--- src/rtl/irq_regs_pkg.sv ---
// constants for the flag and priority register block
package irq_regs_pkg;
	// -----------------------------------------------------------------
	// register map (byte offset within a page, word index = offset / 4)
	// -----------------------------------------------------------------
	localparam logic [3:0]  ADDR_FLAG_STATUS_5   = 4'h0;
	localparam logic [3:0]  ADDR_FLAG_STATUS_6   = 4'h4;
	localparam logic [3:0]  ADDR_PRIORITY_CTRL_0 = 4'h8;
	localparam logic [3:0]  ADDR_IRQ_STATUS      = 4'hC;
	localparam logic [3:0]  ADDR_IRQ_CLEAR       = 4'h0;
	localparam logic [3:0]  ADDR_IRQ_ENABLE      = 4'h4;
	localparam logic [1:0]  PAGE_REGS            = 2'h0;
	localparam logic [1:0]  PAGE_IRQ             = 2'h1;
	// -----------------------------------------------------------------
	// field positions
	// -----------------------------------------------------------------
	localparam int          UART3_ERR_BIT        = 1;
	localparam int          GFX_BIT              = 4;
	localparam int          T1_LSB               = 12;
	localparam int          OC1_LSB              = 8;
	localparam int          IC1_LSB              = 4;
	localparam int          INT0_LSB             = 0;
	localparam int          PRIO_W               = 3;
	// -----------------------------------------------------------------
	// masks and reset values
	// -----------------------------------------------------------------
	localparam logic [15:0] FS5_MASK             = 16'h0002;
	localparam logic [15:0] FS6_MASK             = 16'h0010;
	localparam logic [15:0] PRIO_MASK            = 16'h7777;
	localparam logic [15:0] PRIO_RESET           = 16'h4444;
	localparam logic [2:0]  PRIO_DISABLED        = 3'h0;
	localparam logic [3:0]  SRC_EN_RESET         = 4'hF;
	localparam logic [31:0] UNMAPPED_DATA        = 32'h00000000;
	localparam logic [1:0]  EVT_UART3_ERR        = 2'h0;
	localparam logic [1:0]  EVT_GFX              = 2'h1;
endpackage

--- src/rtl/prio_if.sv ---
// priority field carrier between top and priority decode helper
`timescale 1ns/1ps
`default_nettype none
interface prio_if;
	logic [15:0] prio_word;
	logic [3:0]  src_enabled;
	modport ctrl (output prio_word, input src_enabled);
	modport dec  (input prio_word, output src_enabled);
endinterface
`default_nettype wire

--- src/rtl/prio_decode.sv ---
// decodes priority fields into per-source enabled flags
`timescale 1ns/1ps
`default_nettype none
module prio_decode
	import irq_regs_pkg::*;
(
	input  wire logic clk,
	input  wire logic rst,
	prio_if.dec       pif
);
	// -----------------------------------------------------------------
	// field value 000 disables the source
	// -----------------------------------------------------------------
	function automatic logic field_on(input logic [15:0] w, input int lsb);
		field_on = (w[lsb +: PRIO_W] != PRIO_DISABLED);
	endfunction

	always_ff @(posedge clk or posedge rst) begin
		if (rst) begin
			pif.src_enabled <= SRC_EN_RESET;
		end else begin
			pif.src_enabled <= {field_on(pif.prio_word, T1_LSB), field_on(pif.prio_word, OC1_LSB),
				field_on(pif.prio_word, IC1_LSB), field_on(pif.prio_word, INT0_LSB)};
		end
	end
endmodule
`default_nettype wire

--- src/rtl/interrupt_flag_priority_regs.sv ---
// interrupt flag status 5/6 and priority control 0 register block
// Summary of operation
// - uart3 error flag at flag status 5 bit 1
// - flag status 5 bit 0 reads zero
// - flag status 6 other bits read zero
// - graphics flag bit 4, hardware set, reset 0
// - flag reads 1 after its request occurred
// - four 3-bit priority fields, reset 100
// - field 000 disables source, 111 highest
//
// Decided for this implementation: the Avalon-MM interface to the registers and the placing of the registers.
`timescale 1ns/1ps
`default_nettype none
module interrupt_flag_priority_regs
	import irq_regs_pkg::*;
(
	input  wire logic        CORE_CLK,
	input  wire logic        RESET,
	input  wire logic [4:0]  AVS_ADDRESS,
	input  wire logic        AVS_READ,
	input  wire logic        AVS_WRITE,
	input  wire logic [31:0] AVS_WRITEDATA,
	input  wire logic [3:0]  AVS_BYTEENABLE,
	output logic [31:0]      AVS_READDATA,
	output logic             AVS_WAITREQUEST,
	input  wire logic        UART3_ERR_REQ,
	input  wire logic        GFX_REQ,
	output logic             UART3_ERR_FLAG,
	output logic             GFX_FLAG,
	output logic [2:0]       T1_PRIORITY,
	output logic [2:0]       OC1_PRIORITY,
	output logic [2:0]       IC1_PRIORITY,
	output logic [2:0]       INT0_PRIORITY,
	output logic [3:0]       SRC_ENABLED,
	output logic             IRQ
);
	// -----------------------------------------------------------------
	// state
	// -----------------------------------------------------------------
	logic        uart3_err_r;
	logic        gfx_r;
	logic [2:0]  t1_prio_r;
	logic [2:0]  oc1_prio_r;
	logic [2:0]  ic1_prio_r;
	logic [2:0]  int0_prio_r;
	logic [15:0] prio_word;
	logic        uart3_sts_r;
	logic        gfx_sts_r;
	logic [1:0]  evt_en_r;
	logic        ack_r;
	logic [31:0] rdata_nxt;
	logic        wr_go;
	logic        rd_go;
	logic [1:0]  page;
	logic [3:0]  woff;
	logic        in_page;
	logic [15:0] wmask;
	logic        sel_fs5;
	logic        sel_fs6;
	logic        sel_prio;
	logic        sel_sts;
	logic        sel_clr;
	logic        sel_en;
	logic        uart3_evt;
	logic        gfx_evt;
	logic        uart3_err_req_r;
	logic        gfx_req_r;
	prio_if      pif ();

	// -----------------------------------------------------------------
	// helpers
	// -----------------------------------------------------------------
	function automatic logic hit(input logic [1:0] p, input logic [3:0] o,
			input logic [1:0] wp, input logic [3:0] wo);
		hit = (p == wp) && (o == wo);
	endfunction

	// takes one priority field from write data when its byte lane is on
	function automatic logic [2:0] field_wr(input logic [2:0] cur, input logic [15:0] data,
			input logic [15:0] mask, input int lsb);
		field_wr = mask[lsb] ? data[lsb +: PRIO_W] : cur;
	endfunction

	// -----------------------------------------------------------------
	// address decode
	// -----------------------------------------------------------------
	assign page     = AVS_ADDRESS[4:3];
	assign in_page  = !AVS_ADDRESS[2];
	assign woff     = {AVS_ADDRESS[1:0], 2'b00};
	assign sel_fs5  = in_page && hit(page, woff, PAGE_REGS, ADDR_FLAG_STATUS_5);
	assign sel_fs6  = in_page && hit(page, woff, PAGE_REGS, ADDR_FLAG_STATUS_6);
	assign sel_prio = in_page && hit(page, woff, PAGE_REGS, ADDR_PRIORITY_CTRL_0);
	assign sel_sts  = in_page && hit(page, woff, PAGE_REGS, ADDR_IRQ_STATUS);
	assign sel_clr  = in_page && hit(page, woff, PAGE_IRQ, ADDR_IRQ_CLEAR);
	assign sel_en   = in_page && hit(page, woff, PAGE_IRQ, ADDR_IRQ_ENABLE);
	assign wmask    = {{8{AVS_BYTEENABLE[1]}}, {8{AVS_BYTEENABLE[0]}}};
	// writes land on the edge where waitrequest is seen low
	assign wr_go    = AVS_WRITE && !AVS_WAITREQUEST;
	assign rd_go    = AVS_READ && !ack_r;

	// -----------------------------------------------------------------
	// request edge capture, same clock domain
	// -----------------------------------------------------------------
	always_ff @(posedge CORE_CLK or posedge RESET) begin
		if (RESET) begin
			uart3_err_req_r <= 1'b0;
			gfx_req_r       <= 1'b0;
		end else begin
			uart3_err_req_r <= UART3_ERR_REQ;
			gfx_req_r       <= GFX_REQ;
		end
	end
	assign uart3_evt = UART3_ERR_REQ && !uart3_err_req_r;
	assign gfx_evt   = GFX_REQ && !gfx_req_r;

	// -----------------------------------------------------------------
	// bus handshake: one wait state per access
	// -----------------------------------------------------------------
	always_ff @(posedge CORE_CLK or posedge RESET) begin
		if (RESET) begin
			ack_r <= 1'b0;
		end else begin
			ack_r <= (AVS_READ || AVS_WRITE) && !ack_r;
		end
	end
	always_ff @(posedge CORE_CLK or posedge RESET) begin
		if (RESET) begin
			AVS_WAITREQUEST <= 1'b1;
		end else begin
			AVS_WAITREQUEST <= !((AVS_READ || AVS_WRITE) && !ack_r);
		end
	end

	// -----------------------------------------------------------------
	// flag status 5: uart3 error flag
	// -----------------------------------------------------------------
	always_ff @(posedge CORE_CLK or posedge RESET) begin
		if (RESET) begin
			uart3_err_r <= 1'b0;
		end else if (uart3_evt) begin
			uart3_err_r <= 1'b1;
		end else if (wr_go && sel_fs5 && AVS_BYTEENABLE[0]) begin
			uart3_err_r <= AVS_WRITEDATA[UART3_ERR_BIT];
		end
	end

	// -----------------------------------------------------------------
	// flag status 6: graphics flag
	// -----------------------------------------------------------------
	always_ff @(posedge CORE_CLK or posedge RESET) begin
		if (RESET) begin
			gfx_r <= 1'b0;
		end else if (gfx_evt) begin
			gfx_r <= 1'b1;
		end else if (wr_go && sel_fs6 && AVS_BYTEENABLE[0]) begin
			gfx_r <= AVS_WRITEDATA[GFX_BIT];
		end
	end

	// -----------------------------------------------------------------
	// priority control 0: one register per field
	// -----------------------------------------------------------------
	always_ff @(posedge CORE_CLK or posedge RESET) begin
		if (RESET) begin
			t1_prio_r <= PRIO_RESET[T1_LSB +: PRIO_W];
		end else if (wr_go && sel_prio) begin
			t1_prio_r <= field_wr(t1_prio_r, AVS_WRITEDATA[15:0], wmask, T1_LSB);
		end
	end
	always_ff @(posedge CORE_CLK or posedge RESET) begin
		if (RESET) begin
			oc1_prio_r <= PRIO_RESET[OC1_LSB +: PRIO_W];
		end else if (wr_go && sel_prio) begin
			oc1_prio_r <= field_wr(oc1_prio_r, AVS_WRITEDATA[15:0], wmask, OC1_LSB);
		end
	end
	always_ff @(posedge CORE_CLK or posedge RESET) begin
		if (RESET) begin
			ic1_prio_r <= PRIO_RESET[IC1_LSB +: PRIO_W];
		end else if (wr_go && sel_prio) begin
			ic1_prio_r <= field_wr(ic1_prio_r, AVS_WRITEDATA[15:0], wmask, IC1_LSB);
		end
	end
	always_ff @(posedge CORE_CLK or posedge RESET) begin
		if (RESET) begin
			int0_prio_r <= PRIO_RESET[INT0_LSB +: PRIO_W];
		end else if (wr_go && sel_prio) begin
			int0_prio_r <= field_wr(int0_prio_r, AVS_WRITEDATA[15:0], wmask, INT0_LSB);
		end
	end
	// spare bits 15, 11, 7 and 3 stay zero
	assign prio_word = {1'b0, t1_prio_r, 1'b0, oc1_prio_r, 1'b0, ic1_prio_r, 1'b0, int0_prio_r};

	// -----------------------------------------------------------------
	// interrupt status, set beats clear
	// -----------------------------------------------------------------
	always_ff @(posedge CORE_CLK or posedge RESET) begin
		if (RESET) begin
			uart3_sts_r <= 1'b0;
		end else if (uart3_evt) begin
			uart3_sts_r <= 1'b1;
		end else if (wr_go && sel_clr && AVS_WRITEDATA[EVT_UART3_ERR]) begin
			uart3_sts_r <= 1'b0;
		end
	end
	always_ff @(posedge CORE_CLK or posedge RESET) begin
		if (RESET) begin
			gfx_sts_r <= 1'b0;
		end else if (gfx_evt) begin
			gfx_sts_r <= 1'b1;
		end else if (wr_go && sel_clr && AVS_WRITEDATA[EVT_GFX]) begin
			gfx_sts_r <= 1'b0;
		end
	end

	// -----------------------------------------------------------------
	// interrupt enable
	// -----------------------------------------------------------------
	always_ff @(posedge CORE_CLK or posedge RESET) begin
		if (RESET) begin
			evt_en_r <= 2'h0;
		end else if (wr_go && sel_en && AVS_BYTEENABLE[0]) begin
			evt_en_r <= AVS_WRITEDATA[1:0];
		end
	end

	// -----------------------------------------------------------------
	// interrupt output
	// -----------------------------------------------------------------
	always_ff @(posedge CORE_CLK or posedge RESET) begin
		if (RESET) begin
			IRQ <= 1'b0;
		end else begin
			IRQ <= |({gfx_sts_r, uart3_sts_r} & evt_en_r);
		end
	end

	// -----------------------------------------------------------------
	// read path
	// -----------------------------------------------------------------
	always_comb begin
		rdata_nxt = UNMAPPED_DATA;
		if (sel_fs5) begin
			rdata_nxt = {16'h0000, 14'h0000, uart3_err_r, 1'b0} & {16'h0000, FS5_MASK};
		end else if (sel_fs6) begin
			rdata_nxt = {16'h0000, 11'h000, gfx_r, 4'h0} & {16'h0000, FS6_MASK};
		end else if (sel_prio) begin
			rdata_nxt = {16'h0000, prio_word & PRIO_MASK};
		end else if (sel_sts) begin
			rdata_nxt = {30'h0, gfx_sts_r, uart3_sts_r};
		end else if (sel_en) begin
			rdata_nxt = {30'h0, evt_en_r};
		end
	end
	always_ff @(posedge CORE_CLK or posedge RESET) begin
		if (RESET) begin
			AVS_READDATA <= UNMAPPED_DATA;
		end else if (rd_go) begin
			AVS_READDATA <= rdata_nxt;
		end
	end

	// -----------------------------------------------------------------
	// priority decode
	// -----------------------------------------------------------------
	assign pif.prio_word = prio_word;
	prio_decode u_dec (
		.clk (CORE_CLK),
		.rst (RESET),
		.pif (pif)
	);

	// -----------------------------------------------------------------
	// registered outputs
	// -----------------------------------------------------------------
	always_ff @(posedge CORE_CLK or posedge RESET) begin
		if (RESET) begin
			UART3_ERR_FLAG <= 1'b0;
			GFX_FLAG       <= 1'b0;
		end else begin
			UART3_ERR_FLAG <= uart3_err_r;
			GFX_FLAG       <= gfx_r;
		end
	end
	always_ff @(posedge CORE_CLK or posedge RESET) begin
		if (RESET) begin
			T1_PRIORITY    <= PRIO_RESET[T1_LSB +: PRIO_W];
			OC1_PRIORITY   <= PRIO_RESET[OC1_LSB +: PRIO_W];
			IC1_PRIORITY   <= PRIO_RESET[IC1_LSB +: PRIO_W];
			INT0_PRIORITY  <= PRIO_RESET[INT0_LSB +: PRIO_W];
		end else begin
			T1_PRIORITY    <= t1_prio_r;
			OC1_PRIORITY   <= oc1_prio_r;
			IC1_PRIORITY   <= ic1_prio_r;
			INT0_PRIORITY  <= int0_prio_r;
		end
	end
	always_ff @(posedge CORE_CLK or posedge RESET) begin
		if (RESET) begin
			SRC_ENABLED    <= SRC_EN_RESET;
		end else begin
			SRC_ENABLED    <= pif.src_enabled;
		end
	end
endmodule
`default_nettype wire

--- config.mk ---
export PLATFORM = sky130hd
export DESIGN_NAME = interrupt_flag_priority_regs
export DESIGN_NICKNAME = d
export VERILOG_FILES = /design/src/rtl/irq_regs_pkg.sv /design/src/rtl/prio_if.sv /design/src/rtl/prio_decode.sv /design/src/rtl/interrupt_flag_priority_regs.sv
export SDC_FILE = /design/constraint.sdc
export NUM_CORES = 1
export LEC_CHECK = 0
export BUFFER_PORTS_ARGS = -buffer_cell sky130_fd_sc_hd__buf_2
export CAP_MARGIN = 20
export CORE_MARGIN = 3
export CORE_UTILIZATION = 45
export CTS_BUF_LIST = sky130_fd_sc_hd__clkbuf_16
export DETAILED_ROUTE_END_ITERATION = 7
export PLACE_DENSITY = 0.8
export SYNTH_ARGS = -nofsm -noshare
export SYNTH_HDL_FRONTEND = slang
export SYNTH_SLANG_ARGS = --single-unit
--- constraint.sdc ---
create_clock -name CORE_CLK -period 1.7 [get_ports CORE_CLK]
set_input_delay 0 -clock CORE_CLK [delete_from_list [all_inputs] [get_ports CORE_CLK]]
set_output_delay 0 -clock CORE_CLK [all_outputs]
set_load 0.05 [all_outputs]
# Yosys cells after proc, flatten, opt, wreduce, memory -nomap -nowiden
# Cells that the tools add are included.
dict set report op_classes {
  n_bitwise 1
  muxes 13
  reduce_logical 47
  eq_ne 4
}
# operator count
set op_table {}
lappend op_table {{two-way mux 15 bit} 3}
lappend op_table {{logical AND 1 bit} 27}
lappend op_table {{nonzero test 3 bit} 4}
lappend op_table {{two-way mux 1 bit} 8}
lappend op_table {{nonzero test 2 bit} 4}
lappend op_table {{logical NOT 1 bit} 6}
lappend op_table {{equality test 2 x 1 -> 1 bit (second input constant)} 2}
lappend op_table {{equality test 2 bit (second input constant)} 2}
lappend op_table {{logical NOT 4 bit} 1}
lappend op_table {{two-way mux 2 bit} 2}
lappend op_table {{AND reduction 2 bit} 2}
lappend op_table {{AND 2 bit} 1}
lappend op_table {{logical NOT 2 bit} 1}
lappend op_table {{OR reduction 2 bit} 1}
lappend op_table {{logical OR 1 bit} 1}
dict set report word_totals {
  regBits 77
  output_inout_bits 52
}

# Depth between registers and ports, before layout
dict set report logic_depth {
  depth_word 8
  mapped_depth 5
  depth_no_buf 4
}

# Hierarchy
# Synthesis repeated with hierarchy kept, for this count alone.
dict set report unflattened {
  hier_cells 181
  hier_area_um2 2273.4
}
# module n_inst area_each_um2 cells_each seq_area_each_um2
set by_module_without_submodules {}
lappend by_module_without_submodules {interrupt_flag_priority_regs 1 2139.6 172 1342.5}
lappend by_module_without_submodules {prio_decode 1 133.9 9 105.1}

# Worst setup path before layout
# Ideal clock, no wire load.
dict set report synth_timing {
  path_kind {flip-flop to flip-flop}
  start {register AVS_WAITREQUEST}
  end {register oc1_prio_r[0]}
  path_slack_ns 0.088
  n_path_buf 1
  required_time_ns 1.575
  synth_period_minus_slack_ns 1.612
  path_stages_with_launch 5
  arrival_time_ns 1.487
  path_cell_list {dfstp_2 and2b_1 and3_4 buf_8 mux2_4}
}
dict set report synth_between {
  elab_chain_cells 4
}
# element line
set synth_lines {}
lappend synth_lines {{from (decl)} interrupt_flag_priority_regs.sv:25} ;# output logic AVS_WAITREQUEST,
lappend synth_lines {{from (signal assigned)} interrupt_flag_priority_regs.sv:130} ;# AVS_WAITREQUEST <= !((AVS_READ || AVS_WRITE) && !ack_r);
lappend synth_lines {{logical NOT 1 bit} interrupt_flag_priority_regs.sv:98} ;# assign wr_go = AVS_WRITE && !AVS_WAITREQUEST;
lappend synth_lines {{logical AND 1 bit} interrupt_flag_priority_regs.sv:98}
lappend synth_lines {{logical AND 1 bit} interrupt_flag_priority_regs.sv:173} ;# end else if (wr_go && sel_prio) begin
lappend synth_lines {{AND reduction 2 bit (no line)} -}
lappend synth_lines {{to (signal assigned)} interrupt_flag_priority_regs.sv:172} ;# oc1_prio_r <= PRIO_RESET[OC1_LSB +: PRIO_W];
lappend synth_lines {{to (signal assigned)} interrupt_flag_priority_regs.sv:174} ;# oc1_prio_r <= field_wr(oc1_prio_r, AVS_WRITEDATA[15:0], wmask, OC1_LSB);
lappend synth_lines {{to (decl)} interrupt_flag_priority_regs.sv:43} ;# logic [2:0] oc1_prio_r;
# No other way between the ends.
# A chain may end at the register's enable or synchronous reset.

# Worst setup path in the final report
dict set report layout_timing {
  start {register AVS_WAITREQUEST}
  end {register evt_en_r[1]}
}
dict set report layout_between {
  elab_chain_cells 4
}
# element line
set layout_lines {}
lappend layout_lines {{logical NOT 1 bit} interrupt_flag_priority_regs.sv:98}
lappend layout_lines {{logical AND 1 bit} interrupt_flag_priority_regs.sv:98}
lappend layout_lines {{logical AND 1 bit (2 in a row)} interrupt_flag_priority_regs.sv:222} ;# end else if (wr_go && sel_en && AVS_BYTEENABLE[0]) begin
lappend layout_lines {{to (signal assigned)} interrupt_flag_priority_regs.sv:223} ;# evt_en_r <= AVS_WRITEDATA[1:0];
lappend layout_lines {{to (decl)} interrupt_flag_priority_regs.sv:49} ;# logic [1:0] evt_en_r;
# No other way between the ends.

==> run summary <==
Status - completed
Largest net degree at the start of global routing - 30
Layout cells sized above 1 - 0.414
WHS - 0.0153 ns
Via density per instance - 4.56
CTS Hold Buffers Added - 16
CP Capture Type - flop
Setup violations, final - 0
CP Max Fanout - 3
Starting Density - 0.476
Num CTS Buffers - 9
RSZ-0062 raised after global routing - false
CTS root buf - clkbuf_16
CP Data Required Time - 1.90 ns
Clock Sink Count - 57
Leak pwr - 1.53 nW
Peak supply drop - 0.688 mV
Rows - 25
Reg2Reg Setup Slack - 0.18 ns
Worst Setup EP - evt_en_r[1]
Register bit total from synthesis - 57
Layout net count - 310
Final worst-path cycle share - 0.891
Die X - 77.6 um
Vias in the first global route - 1507
Overall routing resource usage - 0.159
Grt total ovfl - 0
Worst hold path class - input pin to flop
Reg2reg start - AVS_WAITREQUEST
Insertion delay to the later sink of the worst-skew pair - 0.32 ns
Crit path cell chain - and2b_1 -> nand2_1 -> nor3_1 -> mux2_2
Final Hold Fails - 0
Worst-path clk slew - 0.05 ns
WL/cell - 12.7 um
Worst r2r path cells - 4
Total number of vias - 1528
Post-CTS setup buffer count - 0
Die H - 77.6 um
First-pass GRT wire length - 7.18 mm
Synth Instances - 182
H-tree depth - 3
Largest stage delay, worst path - 0.38 ns
RePlAce Congestion - 0.852
IO Count - 99
Max cap viols - 0
Die area - 6030 um^2
Crit path time final - 1.52 ns
# DRC - 0
Core area - 4850 um^2
Port Buffers - 56
Fmax - 0.660 GHz
PwrDens - 1200 nW/um^2
WS Path Type - flop to flop
Fin. max-slew vios - 0
Final setup TNS - 0 ns
Critical Path Start - AVS_WAITREQUEST
Synthesis-to-finish area growth - 30.8%
Longest Clk Path Bufs - 2
Ys async rst share - 1.00
Rel. slew slack - 0.611
Worst path arrival time - 1.71 ns
RR Endpoint - evt_en_r[1]
Dpl hpwl - 3.05 mm
EDFF count, synth - 0
Yosys cell types - 35
Ant diodes - 0
Critical path launch point type - flop
Cell area after synthesis - 2310 um^2
Drt total wl - 4.25 mm
Post_cts resized - 0
Worst Skew - 0.00519 ns
Synth warn - 0
Antenna violations before repair - 0
1st-pass router iterations - 4
Syn Area/Cell - 12.7 um^2
Antenna-violating nets left - 0
Top FF cell, synth - dfrtp_1
Actual slew at the worst max-slew pin - 0.582 ns
Sequential cell area fraction in the yosys report - 0.627
CTS tree - built
Starting DRT DRC Count - 51
Max stage delay cell, worst path - mux2_2
==> power breakdown <==
group / internal [mW] / switching (mW)
clock: 0.948 / 0.546
combinational: 0.152 / 0.420
sequential: 1.51 / 0.0509
==> layer usage <==
metal	vias up	share of wire	track usage
met4	0	0.019	0.0854
met5	-	0	0
met3	8	0.074	0.0580
met1	723	0.42	0.196
met2	58	0.48	0.241
li1	739	-	-
==> area by class of cell <==
| cell class | count | area (um^2) |
|---|---|---|
| fillers | 410 | 1830 |
| flip-flops and latches | 57 | 1450 |
| multi-input cells | 112 | 726 |
| repair buffers | 76 | 483 |
| clock buffers | 9 | 225 |
| well taps | 67 | 83.8 |
| clock inverters | 7 | 28.8 |
| inverters | 7 | 26.3 |
==> state kept, by name, indices dropped and copies added, names as in the netlist, 2 cells and up <==
name                   cells
IC1_PRIORITY               3
int0_prio_r                3
T1_PRIORITY                3
u_dec.pif.src_enabled      4
INT0_PRIORITY              3
ic1_prio_r                 3
oc1_prio_r                 3
AVS_READDATA              12
SRC_ENABLED                4
OC1_PRIORITY               3
t1_prio_r                  3
evt_en_r                   2
==> critical path, delay by kind of cell (launching register included) <==
family | cells | cell delay (ns)
simple gates | 3 | 0.65
mux | 1 | 0.38
flops | 1 | 0.36
==> through the flow <==
| stage | total power [mW] | util | setup WS, ns | cells | area, um^2 |
|---|---|---|---|---|---|
| 4_1_cts | 3.67 | 0.623 | 0.183 | 335 | 3020 |
| 2_1_floorplan | 2.03 | - | 0.0879 | 201 | 2380 |
| 3_3_place_gp | 2.12 | 0.538 | 0.116 | 303 | 2610 |
| 5_1_grt | 3.79 | 0.623 | 0.100 | 335 | 3020 |
| 3_5_place_dp | 2.13 | 0.538 | 0.115 | 303 | 2610 |
| 6_report | 3.63 | 0.623 | 0.185 | 335 | 3020 |
==> Yosys cell counts, drive strengths merged, types with 3 or more instances <==
| master | number | area, um^2 |
|---|---|---|
| nor3 | 5 | 36.3 |
| dfrtp | 40 | 1000 |
| o21ai | 16 | 80.1 |
| mux2 | 14 | 180 |
| nor2 | 4 | 31.3 |
| clkbuf | 4 | 15.0 |
| dfstp | 17 | 447 |
| or3 | 4 | 25.0 |
| a21oi | 3 | 15.0 |
| and3b | 3 | 28.8 |
| nand2 | 23 | 86.3 |
| buf | 21 | 165 |
| inv | 7 | 26.3 |
==> cell usage in the layout, fill, tap and decap left out, drive strengths merged, types with 2 or more instances in the layout <==
cell	synthesis	routed
dfstp	17	17
nor3	5	5
o2bb2ai	2	2
clkinv	0	6
nor2	4	4
inv	7	8
and3b	3	3
dfrtp	40	40
mux2i	2	2
mux2	14	14
or3	4	4
buf	21	60
dlygate4sd3	0	16
nand2b	2	2
o21ai	16	16
conb	1	20
a22o	2	2
a21oi	3	3
nand2	23	23
clkbuf	4	9
==> cell families after synthesis <==
group | synth area share
AOI/OAI and AO/OA | 0.0634
buffers and inverters | 0.0894
and+or+nand+nor | 0.132
other | 0.00162
DFF | 0.627
muxes | 0.0867
==> worst min path at each step <==
stage | start | to | cells past startpoint
detailed placement | RESET | t1_prio_r[1] | 2
global placement | RESET | t1_prio_r[1] | 2
finish | AVS_READ | AVS_WAITREQUEST | 3
global route | AVS_READ | AVS_WAITREQUEST | 3
CTS | AVS_READ | AVS_WAITREQUEST | 3
floorplan | GFX_REQ | gfx_req_r | 0
No activity file was read; power rests on OpenSTA's default activity.
